<file path="config.mk">
export PLATFORM = sky130hd
export DESIGN_NAME = icms_sequencer
export DESIGN_NICKNAME = d
export VERILOG_FILES = /design/src/inc/icms_pkg.sv /design/src/logic/icms_sequencer.sv
export SDC_FILE = /design/constraint.sdc
export NUM_CORES = 1
export LEC_CHECK = 0
export ABC_AREA = 1
export BUFFER_PORTS_ARGS = -buffer_cell sky130_fd_sc_hd__buf_2
export CAP_MARGIN = 20
export CORE_MARGIN = 2
export CORE_UTILIZATION = 58
export CTS_CLUSTER_SIZE = 25
export DETAILED_ROUTE_END_ITERATION = 8
export PLACE_DENSITY = 0.78
export SYNTH_ARGS = -nofsm -noshare
export SYNTH_HDL_FRONTEND = slang
export SYNTH_SLANG_ARGS = --single-unit
</file>
<file path="constraint.sdc">
create_clock -name core_clk -period 2.35 [get_ports core_clk]
set_input_delay 0.235 -clock core_clk [delete_from_list [all_inputs] [get_ports core_clk]]
set_output_delay 0.235 -clock core_clk [all_outputs]
set_load 0.005 [all_outputs]
</file>
<file path="src/inc/icms_pkg.sv">
// Behaviour
// - one-shot: new count waits for a retrigger; a retrigger loads it and restarts.
// - rate generator: output high, low one pulse at count 1, reload, period N.
// - rate generator: gate high counts; gate low forces output high at once.
// - rate generator: trigger reloads on next pulse; output low N pulses later.
// - rate generator: count written loads on next pulse; low N pulses later.
// - rate generator: new count loads on trigger or at end of period.
// - square wave: high first half, low remainder, period N, repeats.
// - square wave: gate low stops counting; output high immediately.
// - square wave: trigger or count write loads on the next pulse.
// - square wave: new count loads on trigger or at end of half-cycle.
// - square wave even: load N, step by two, toggle and reload at expiry.
// - square wave odd: load N-1, high (N+1)/2, low (N-1)/2 pulses.
// - soft strobe: write starts; load pulse no decrement; strobe N+1 later.
// - soft strobe: gate enables counting, never touches output.
// - soft strobe: new count loads next pulse; first byte of two has no effect.
// - hard strobe: gate rise starts; load without decrement; strobe N+1 later.
// - hard strobe retriggerable; gate never touches the output directly.
// - hard strobe: new count loads only on trigger before expiry.
// - a count pulse is a rise then fall of the count clock input.
// - a trigger is a rising edge of the gate input.
// - loading copies the count holding register into the counting element, less one for an odd square wave count.
// - one-shot and hard strobe sample triggers on count clock falls.
package icms_pkg;
    typedef enum logic [2:0] {
        ICMS_MODE_ONE_SHOT = 3'h1,
        ICMS_MODE_RATE = 3'h2,
        ICMS_MODE_SQUARE = 3'h3,
        ICMS_MODE_SOFT_STROBE = 3'h4,
        ICMS_MODE_HARD_STROBE = 3'h5
    } icms_mode_type;
    localparam int ICMS_COUNT_W = 16;
    localparam logic [ICMS_COUNT_W-1:0] ICMS_CNT_ONE = 16'h0001;
    localparam logic [ICMS_COUNT_W-1:0] ICMS_CNT_TWO = 16'h0002;
    localparam logic [ICMS_COUNT_W-1:0] ICMS_CNT_ZERO = 16'h0000;
endpackage

</file>
<file path="src/logic/icms_sequencer.sv">
`timescale 1ns/100ps
`default_nettype none
// counter sequencer for modes 1 to 5; a zero count stands for 65536
// count_clk and gate are sampled on core_clk; a pulse is acted on at the
// first edge that sees the count clock low again, so the count clock must
// stand high and low for at least one core cycle each
module icms_sequencer (
    input wire logic core_clk,
    input wire logic rstn,
    input wire logic count_clk,
    input wire logic gate,
    input wire icms_pkg::icms_mode_type mode,
    input wire logic mode_wr,
    input wire logic [icms_pkg::ICMS_COUNT_W-1:0] count_holding_register,
    input wire logic count_wr,
    output logic timer_out,
    output logic null_count,
    output logic [icms_pkg::ICMS_COUNT_W-1:0] count_element,
    output logic terminal_count
);
    localparam logic [icms_pkg::ICMS_COUNT_W-1:0] ONE = icms_pkg::ICMS_CNT_ONE;
    localparam logic [icms_pkg::ICMS_COUNT_W-1:0] TWO = icms_pkg::ICMS_CNT_TWO;
    localparam logic [icms_pkg::ICMS_COUNT_W-1:0] ZERO =
        icms_pkg::ICMS_CNT_ZERO;

    // pin history and pulse tracking
    logic clk_d_r;
    logic gate_d_r;
    logic clk_hi_r;

    // pending events and sequence state
    logic trig_r;
    logic load_pend_r;
    logic armed_r;
    logic running_r;
    logic odd_wait_r;

    // counting element
    logic [icms_pkg::ICMS_COUNT_W-1:0] ce_r;

    // decoded events
    logic pulse;
    logic gate_rise;
    logic gate_fall;
    logic use_trig;
    logic odd_hi_end;

    logic do_load;
    logic [icms_pkg::ICMS_COUNT_W-1:0] load_val;

    // next-state values
    logic [icms_pkg::ICMS_COUNT_W-1:0] ce_nxt;
    logic out_nxt;
    logic run_nxt;
    logic odd_nxt;
    logic tc_nxt;

    // a pulse completes on the falling edge after a seen rise
    assign pulse = clk_d_r & ~count_clk & clk_hi_r;
    assign gate_rise = gate & ~gate_d_r;
    assign gate_fall = ~gate & gate_d_r;

    // one-cycle history of the two pin inputs for edge detection
    always_ff @(posedge core_clk or negedge rstn) begin
        if (!rstn) begin
            clk_d_r <= 1'b0;
            gate_d_r <= 1'b0;
        end else begin
            clk_d_r <= count_clk;
            gate_d_r <= gate;
        end
    end

    // the rise of the count clock opens a pulse; triggers land at its fall
    always_ff @(posedge core_clk or negedge rstn) begin
        if (!rstn) begin
            clk_hi_r <= 1'b0;
        end else if (count_clk & ~clk_d_r) begin
            clk_hi_r <= 1'b1;
        end else if (pulse) begin
            clk_hi_r <= 1'b0;
        end
    end

    // trigger held until a pulse consumes it; a new edge wins over the clear
    always_ff @(posedge core_clk or negedge rstn) begin
        if (!rstn) begin
            trig_r <= 1'b0;
        end else if (gate_rise) begin
            trig_r <= 1'b1;
        end else if (pulse || mode_wr) begin
            trig_r <= 1'b0;
        end
    end

    // count written and not yet copied into the counting element
    always_ff @(posedge core_clk or negedge rstn) begin
        if (!rstn) begin
            load_pend_r <= 1'b0;
        end else if (count_wr || mode_wr) begin
            load_pend_r <= 1'b1;
        end else if (pulse && do_load) begin
            load_pend_r <= 1'b0;
        end
    end

    // one-shot and hard strobe need a written count before a trigger counts
    always_ff @(posedge core_clk or negedge rstn) begin
        if (!rstn) begin
            armed_r <= 1'b0;
        end else if (mode_wr) begin
            armed_r <= 1'b0;
        end else if (count_wr) begin
            armed_r <= 1'b1;
        end
    end

    assign use_trig = trig_r & armed_r;

    // odd square wave counts start one lower so the step of two lands on zero
    always_comb begin
        load_val = count_holding_register;
        if (mode == icms_pkg::ICMS_MODE_SQUARE &&
            count_holding_register[0]) begin
            load_val = count_holding_register - ONE;
        end
    end

    // high half of an odd count expires: one more high pulse before the low
    assign odd_hi_end = count_holding_register[0] & timer_out &
        (ce_r == TWO);

    // when the holding register is copied into the counting element
    always_comb begin
        do_load = 1'b0;
        unique case (mode)
            icms_pkg::ICMS_MODE_ONE_SHOT: begin
                do_load = use_trig;
            end
            icms_pkg::ICMS_MODE_RATE: begin
                do_load = (load_pend_r && !running_r) || (trig_r && gate)
                    || (gate && running_r && ce_r == ONE);
            end
            icms_pkg::ICMS_MODE_SQUARE: begin
                // odd counts hold the high half one pulse longer
                do_load = (load_pend_r && !running_r) || (trig_r && gate)
                    || (gate && running_r && !odd_wait_r && !odd_hi_end
                        && ce_r == TWO);
            end
            icms_pkg::ICMS_MODE_SOFT_STROBE: begin
                do_load = load_pend_r && count_wr == 1'b0;
            end
            icms_pkg::ICMS_MODE_HARD_STROBE: begin
                do_load = use_trig;
            end
            default: begin
                do_load = 1'b0;
            end
        endcase
    end

    // next counting element and output, applied only on a pulse
    always_comb begin
        ce_nxt = ce_r;
        out_nxt = timer_out;
        run_nxt = running_r;
        odd_nxt = odd_wait_r;
        tc_nxt = 1'b0;
        unique case (mode)
            icms_pkg::ICMS_MODE_ONE_SHOT: begin
                if (do_load) begin
                    ce_nxt = count_holding_register;
                    out_nxt = 1'b0;
                    run_nxt = 1'b1;
                end else if (running_r) begin
                    ce_nxt = ce_r - ONE;
                    if (ce_r == ONE) begin
                        out_nxt = 1'b1;
                        run_nxt = 1'b0;
                        tc_nxt = 1'b1;
                    end
                end
            end

            icms_pkg::ICMS_MODE_RATE: begin
                // gate low freezes the count; the output stays high meanwhile
                out_nxt = 1'b1;
                if (do_load) begin
                    ce_nxt = count_holding_register;
                    run_nxt = 1'b1;
                    tc_nxt = running_r && ce_r == ONE;
                end else if (gate && running_r) begin
                    ce_nxt = ce_r - ONE;
                    // output low for the pulse that holds the count at 1
                    out_nxt = !(ce_r == TWO);
                end
            end

            icms_pkg::ICMS_MODE_SQUARE: begin
                if (do_load) begin
                    ce_nxt = load_val;
                    odd_nxt = 1'b0;
                    // a trigger or first load restarts the high half
                    if (running_r && !trig_r) begin
                        out_nxt = ~timer_out;
                    end else begin
                        out_nxt = 1'b1;
                    end
                    run_nxt = 1'b1;
                    tc_nxt = running_r;
                end else if (odd_wait_r) begin
                    // odd count: extra high pulse before the low half
                    ce_nxt = load_val;
                    out_nxt = 1'b0;
                    odd_nxt = 1'b0;
                end else if (gate && running_r) begin
                    ce_nxt = ce_r - TWO;
                    if (odd_hi_end) begin
                        odd_nxt = 1'b1;
                    end
                end
            end

            icms_pkg::ICMS_MODE_SOFT_STROBE, icms_pkg::ICMS_MODE_HARD_STROBE:
            begin
                // hard strobe counts regardless of the gate level
                out_nxt = 1'b1;
                if (do_load) begin
                    ce_nxt = count_holding_register;
                    run_nxt = 1'b1;
                end else if (running_r && (gate ||
                    mode == icms_pkg::ICMS_MODE_HARD_STROBE)) begin
                    ce_nxt = ce_r - ONE;
                    if (ce_r == ONE) begin
                        out_nxt = 1'b0;
                        run_nxt = 1'b0;
                        tc_nxt = 1'b1;
                    end
                end
            end

            default: begin
                ce_nxt = ce_r;
            end
        endcase
    end

    // gate low in rate and square modes sets the output high at once
    always_ff @(posedge core_clk or negedge rstn) begin
        if (!rstn) begin
            timer_out <= 1'b1;
        end else if (mode_wr) begin
            // a control word parks the output high until counting restarts
            timer_out <= 1'b1;
        end else if (gate_fall && (mode == icms_pkg::ICMS_MODE_RATE ||
            mode == icms_pkg::ICMS_MODE_SQUARE)) begin
            timer_out <= 1'b1;
        end else if (pulse) begin
            timer_out <= out_nxt;
        end
    end

    // the counting element and its run state move only on a completed pulse;
    // a control word stops the sequence but keeps the count for read-back
    always_ff @(posedge core_clk or negedge rstn) begin
        if (!rstn) begin
            ce_r <= ZERO;
            running_r <= 1'b0;
            odd_wait_r <= 1'b0;
            terminal_count <= 1'b0;
        end else if (mode_wr) begin
            running_r <= 1'b0;
            odd_wait_r <= 1'b0;
            terminal_count <= 1'b0;
        end else if (pulse) begin
            ce_r <= ce_nxt;
            running_r <= run_nxt;
            odd_wait_r <= odd_nxt;
            terminal_count <= tc_nxt;
        end else begin
            terminal_count <= 1'b0;
        end
    end

    // the visible count trails the counting element by one core cycle
    always_ff @(posedge core_clk or negedge rstn) begin
        if (!rstn) begin
            count_element <= ZERO;
        end else begin
            count_element <= ce_r;
        end
    end

    // null count: written but not yet copied into the counting element
    always_ff @(posedge core_clk or negedge rstn) begin
        if (!rstn) begin
            null_count <= 1'b0;
        end else if (count_wr || mode_wr) begin
            null_count <= 1'b1;
        end else if (pulse && do_load) begin
            null_count <= 1'b0;
        end
    end
endmodule // icms_sequencer
`default_nettype wire

</file>
# Word level (Yosys, flattened, before mapping)
# Cells that the tools add are included.
# totals
out_inout_bits	19
inputBits	25
regBits	42
elab_cells	151
# op_classes
reduce_logical	43
n_addsub	3
bitwise_logic	15
muxes	61
n_eq_ne	17
# op_table
op	count
16-bit two-way mux	10
16-bit one-hot mux with 4 select lines	1
1-bit two-way mux	46
16-bit by 1-bit subtractor with 16-bit output, second input constant	2
16-bit by 1-bit == test with 1-bit output, second input constant	1
16-bit by 2-bit == test with 1-bit output, second input constant	1
16-bit by 2-bit subtractor with 16-bit output, second input constant	1
1-bit logical AND	14
4-bit inequality test, second input constant	3
1-bit one-hot mux with 4 select lines	3
2-bit nonzero test	6
5-bit inequality test, second input constant	2
5-bit AND reduction	2
3-bit inequality test, second input constant	3
1-bit bitwise AND	8
4-bit nonzero test	2
1-bit logical OR	7
1-bit inverter	7
7-bit AND reduction	1
3-bit by 2-bit == test with 1-bit output, second input constant	2
3-bit == test, second input constant	2
6-bit nonzero test	1
2-bit OR reduction	3
1-bit logical NOT	5
6 further kinds	6

# Depth between registers and ports, before layout
# logic_depth
ltp_word	12
mapped_depth	15
mapped_depth_nobuf	15

# Worst setup path before layout
# Ideal clock, no wire load.
# synth_path
kind	register -> register
from	register ce_r[1] (netlist name)
to	register ce_r[9] (netlist name)
setup_time_ps	116
t_required_ps	2234
path_buffers	2
period_less_slack_ps	1935
path_stages_with_launch	16
setup_slack_ps	415
arrival_time_ps	1819
cell_sequence	dfrtp_1 -> inv_1 -> ha_1 -> nand2_1 -> nor2_1 -> nand3_1 -> nand3_1 -> nand2_2 -> buf_6 -> nand4_2 -> nand3_2 -> inv_1 -> nand2_2 -> buf_4 -> nand2_1 -> nand2_1
# synth_between
elab_chain_len	9
elab_cells_between_ends	27
classes_between	add/sub (2); eq/ne (6); mux (11); bitwise (1); reduce/logical (7)
# synth_rtl
element	line_no	source
start, declared	icms_sequencer.sv:39	logic [icms_pkg::ICMS_COUNT_W-1:0] ce_r;
start signal, assigned	icms_sequencer.sv:276	ce_r <= ce_nxt;
branches (longest 9 deep; another with 16-bit by 2-bit subtractor with 16-bit output)	--	
# Parallel ways; which one is timed is not known. The select of a mux whose other input is x is not followed.
# A chain may end at the register's enable or synchronous reset.

# Worst setup path after layout
# layout_path
from	register ce_r[5] (netlist name)
to	register ce_r[1] (netlist name)
# layout_between
elab_chain_len	9
elab_cells_between_ends	20
classes_between	eq/ne (6); mux (6); bitwise (1); reduce/logical (7)
# layout_rtl
element	line_no	source
16-bit by 2-bit == test with 1-bit output	icms_sequencer.sv:131, icms_sequencer.sv:148	
1-bit bitwise AND	icms_sequencer.sv:130	assign odd_hi_end = count_holding_register[0] & timer_out &
1-bit logical NOT	icms_sequencer.sv:147	|| (gate && running_r && !odd_wait_r && !odd_hi_end
1-bit logical AND	icms_sequencer.sv:147	
1-bit logical AND	icms_sequencer.sv:148	&& ce_r == TWO);
1-bit logical OR	icms_sequencer.sv:147	
1-bit one-hot mux with 4 select lines *	icms_sequencer.sv:136	unique case (mode)
4-bit inequality test (no line), or another cell as far along	--	
7-bit AND reduction (no line) / 16-bit one-hot mux with 4 select lines (equally long branches)	--	
# Every way passes the cells marked *; elsewhere a longest branch is shown, timed or not.

==> results.json <==
{
  "period_share": 0.938,
  "p_leak_nw": 1.96,
  "rows": 27,
  "cp_common_cell": "nand3_1",
  "core_area_sq_um": 5440,
  "drtPass1Iterations": 5,
  "track_usage": 0.287,
  "path_cells": "nor2_4 > nand2_2 > nor2_1 > nand4_1 > nand3_1 > nand2_4 > nand3_4 > clkinvlp_4 > nand3_1 > nand3_1 > nand2_1 > nand2_1",
  "port_buffers": 43,
  "netlist_area_sq_um": 3240,
  "clockBufferDepth": 2,
  "status": "complete, no violations",
  "syn_avg_cell_area_sq_um": 6.78,
  "async_reset_ff_frac": 1.00,
  "worstHoldPathType": "in2reg",
  "drcViolationCount": 0,
  "netlist_top_cells_area": "dfrtp_1 32%, nand2_1 20%, inv_1 5.2%",
  "ys_ff_latch": 42,
  "maxSlewViolCount": 0,
  "crit_fanout": 11,
  "dieHeight_microns": 78.8,
  "slowest_delay_ns": 0.51,
  "cts.sinks": 42,
  "hold_viol_final": 0,
  "setup.worst_path.class": "reg2reg",
  "die_area_sq_um": 6210,
  "area_growth_pct": 14.7,
  "cts_tree": "done",
  "worstMarginPinSlew_ns": 0.944,
  "htree_num_levels": 2,
  "synth.yosys.warnings": 0,
  "initial_utilization": 0.596,
  "synth_area_leader_cell": "dfrtp_1",
  "vias": 3250,
  "powerDensity_nw_per_um2": 978,
  "cp_slowest_cell": "dfrtp_1",
  "pin_count": 44,
  "fmax_mhz": 454,
  "cts_root_buf": "clkbuf_8",
  "grt_pass1_vias": 3015,
  "postCtsSetupBuffers": 0,
  "diodes": 0,
  "clock_skew_ns": 0.00838,
  "cp_data_required_time_ns": 2.54,
  "nets": 562,
  "grt_pass1_wl_microns": 14100,
  "post_cts_resized": 0,
  "fill_cells": 482,
  "cp.arrival_ns": 2.39,
  "yosysUniqueCellTypes": 36,
  "cts_hold_buf": 0,
  "period_needed_ns": 2.20,
  "synthFlopType": "dfrtp_1",
  "ant_nets": 0,
  "worst_slack_ns": 0.147,
  "yosysSeqAreaShare": 0.324,
  "ir_drop_mv": 0.471,
  "synthCells": 478,
  "gp_congestion": 1.00,
  "dieWidth_microns": 78.8,
  "grt_max_degree": 43,
  "path_buf_inv": 1,
  "slew_headroom": 0.371,
  "drt_iter0_markers": 205,
  "antenna_found_initial": 0,
  "viasPerCell": 5.40,
  "setup_viol": 0,
  "worstSetupEndpointType": "flip-flop",
  "cp-start-kind": "flip-flop",
  "insertion_delay_ns": 0.30,
  "drive_gt1_frac": 0.175,
  "grt.overflow.total": 0,
  "setup_tns_ns": 0,
  "cts_made_buffers": 5,
  "dpl.hpwl_microns": 6280,
  "wl_per_cell_microns": 14.2,
  "cts.clk_slew.worst_paths_ns": 0.08,
  "synth_nets": 511,
  "place_ws_ns": 0.0848,
  "synth-edff-count": 0,
  "critPathTopFamily": "simple AND/OR/NAND/NOR gates",
  "synth_top_area_frac": 0.316,
  "wl_microns": 8570,
  "drv_cap": 0
}
-- through the flow --
stage	instances	cell area, sq um	util	total power, mW	hold WS [ns]
after floorplan	478	3240	-	2.56	-0.0606
after global placement	593	3570	0.656	3.05	0.369
after global routing	602	3720	0.684	3.97	0.0626
after CTS	601	3660	0.673	3.59	0.0638
after detailed placement	593	3570	0.656	3.09	0.372
final	602	3720	0.684	3.64	0.0646
-- logic make-up after synthesis --
family	synth area share
compound gates	0.0926
xor+xnor	0.0783
fa+ha+maj	0.0309
buf+inv	0.0903
flops	0.324
mux	0.0185
simple gates	0.365
-- report_power, final --
part / internal, mW / switching [mW]
Clock: 0.237 / 0.253
Sequential: 0.984 / 0.230
Combinational: 0.795 / 1.14
-- final cells by class --
cell class              count  area (sq um)  area share
well taps                  72          90.1      0.0242
clock buffers               7          86.3      0.0232
inverters                  50           195      0.0525
clock inverters             1          5.00     0.00135
repair inverters            1          5.00     0.00135
repair buffers             58           348      0.0935
flip-flops and latches     42          1050       0.283
multi-input cells         371          1940       0.521
-- cell usage after synthesis, types with 3 or more instances --
library cell,count
nor2_2,3
nand4_1,8
inv_1,45
a21oi_1,16
inv_2,4
xor2_1,19
dfrtp_1,41
nand2_1,169
buf_2,3
nor3_1,8
buf_6,3
xnor2_1,10
mux2i_1,6
o211ai_1,3
ha_1,8
nand2_2,4
buf_4,6
o21ai_0,30
nor2_1,41
nand3_1,33
-- layout by cell type, fill, tap and decap left out, types with 2 or more instances in the layout --
cell        instances
dfrtp_1            40
nand3_1            33
clkbuf_8            6
a21oi_1            15
mux2i_1             6
nand2_4             3
nand4_1             8
nor2_1             39
xnor2_1            10
inv_1              44
xor2_1             19
nand2_2             2
o211ai_1            3
clkinvlp_4          2
o21ai_0            30
nor3_1              7
buf_4              13
nor2_2              5
nand3_4             2
nand2_1           168
buf_2              43
ha_1                8
inv_2               4
-- final timing paths --
kind / from / end / slack, ns / cells after the start
min in group asynchronous: rstn / ce_r[4] / 0.08 / 1
max reg2reg: ce_r[5] / ce_r[1] / 0.15 / 12
min: count_clk / clk_d_r / 0.06 / 1
max: ce_r[5] / ce_r[1] / 0.15 / 12
min reg2reg: ce_r[13] / count_element[13] / 0.46 / 0
max in group asynchronous: rstn / ce_r[0] / 1.63 / 1
-- worst register-to-register path: stages, from the launching register on --
cell	delay [ns]
dfrtp_1	0.51
nor2_4	0.19
nand2_2	0.09
nor2_1	0.14
nand4_1	0.14
nand3_1	0.15
nand2_4	0.14
nand3_4	0.17
clkinvlp_4	0.22
nand3_1	0.14
nand3_1	0.08
nand2_1	0.07
nand2_1	0.05
-- state kept, by name, summed over array words and instances, names as in the netlist --
signal / cells
gate_d_r: 1
count_element: 16
clk_hi_r: 1
terminal_count: 1
clk_d_r: 1
trig_r: 1
ce_r: 16
timer_out: 1
running_r: 1
null_count: 1
armed_r: 1
odd_wait_r: 1
-- layer usage --
| metal | global-route usage | part of all wire | vias to the layer above |
|---|---|---|---|
| met5 | 0 | 0 | - |
| met3 | 0.0364 | 0.055 | 16 |
| li1 | - | - | 1625 |
| met1 | 0.397 | 0.47 | 1492 |
| met4 | 0.0825 | 0.017 | 0 |
| met2 | 0.472 | 0.46 | 117 |
(Power assumes the default switching activity.)
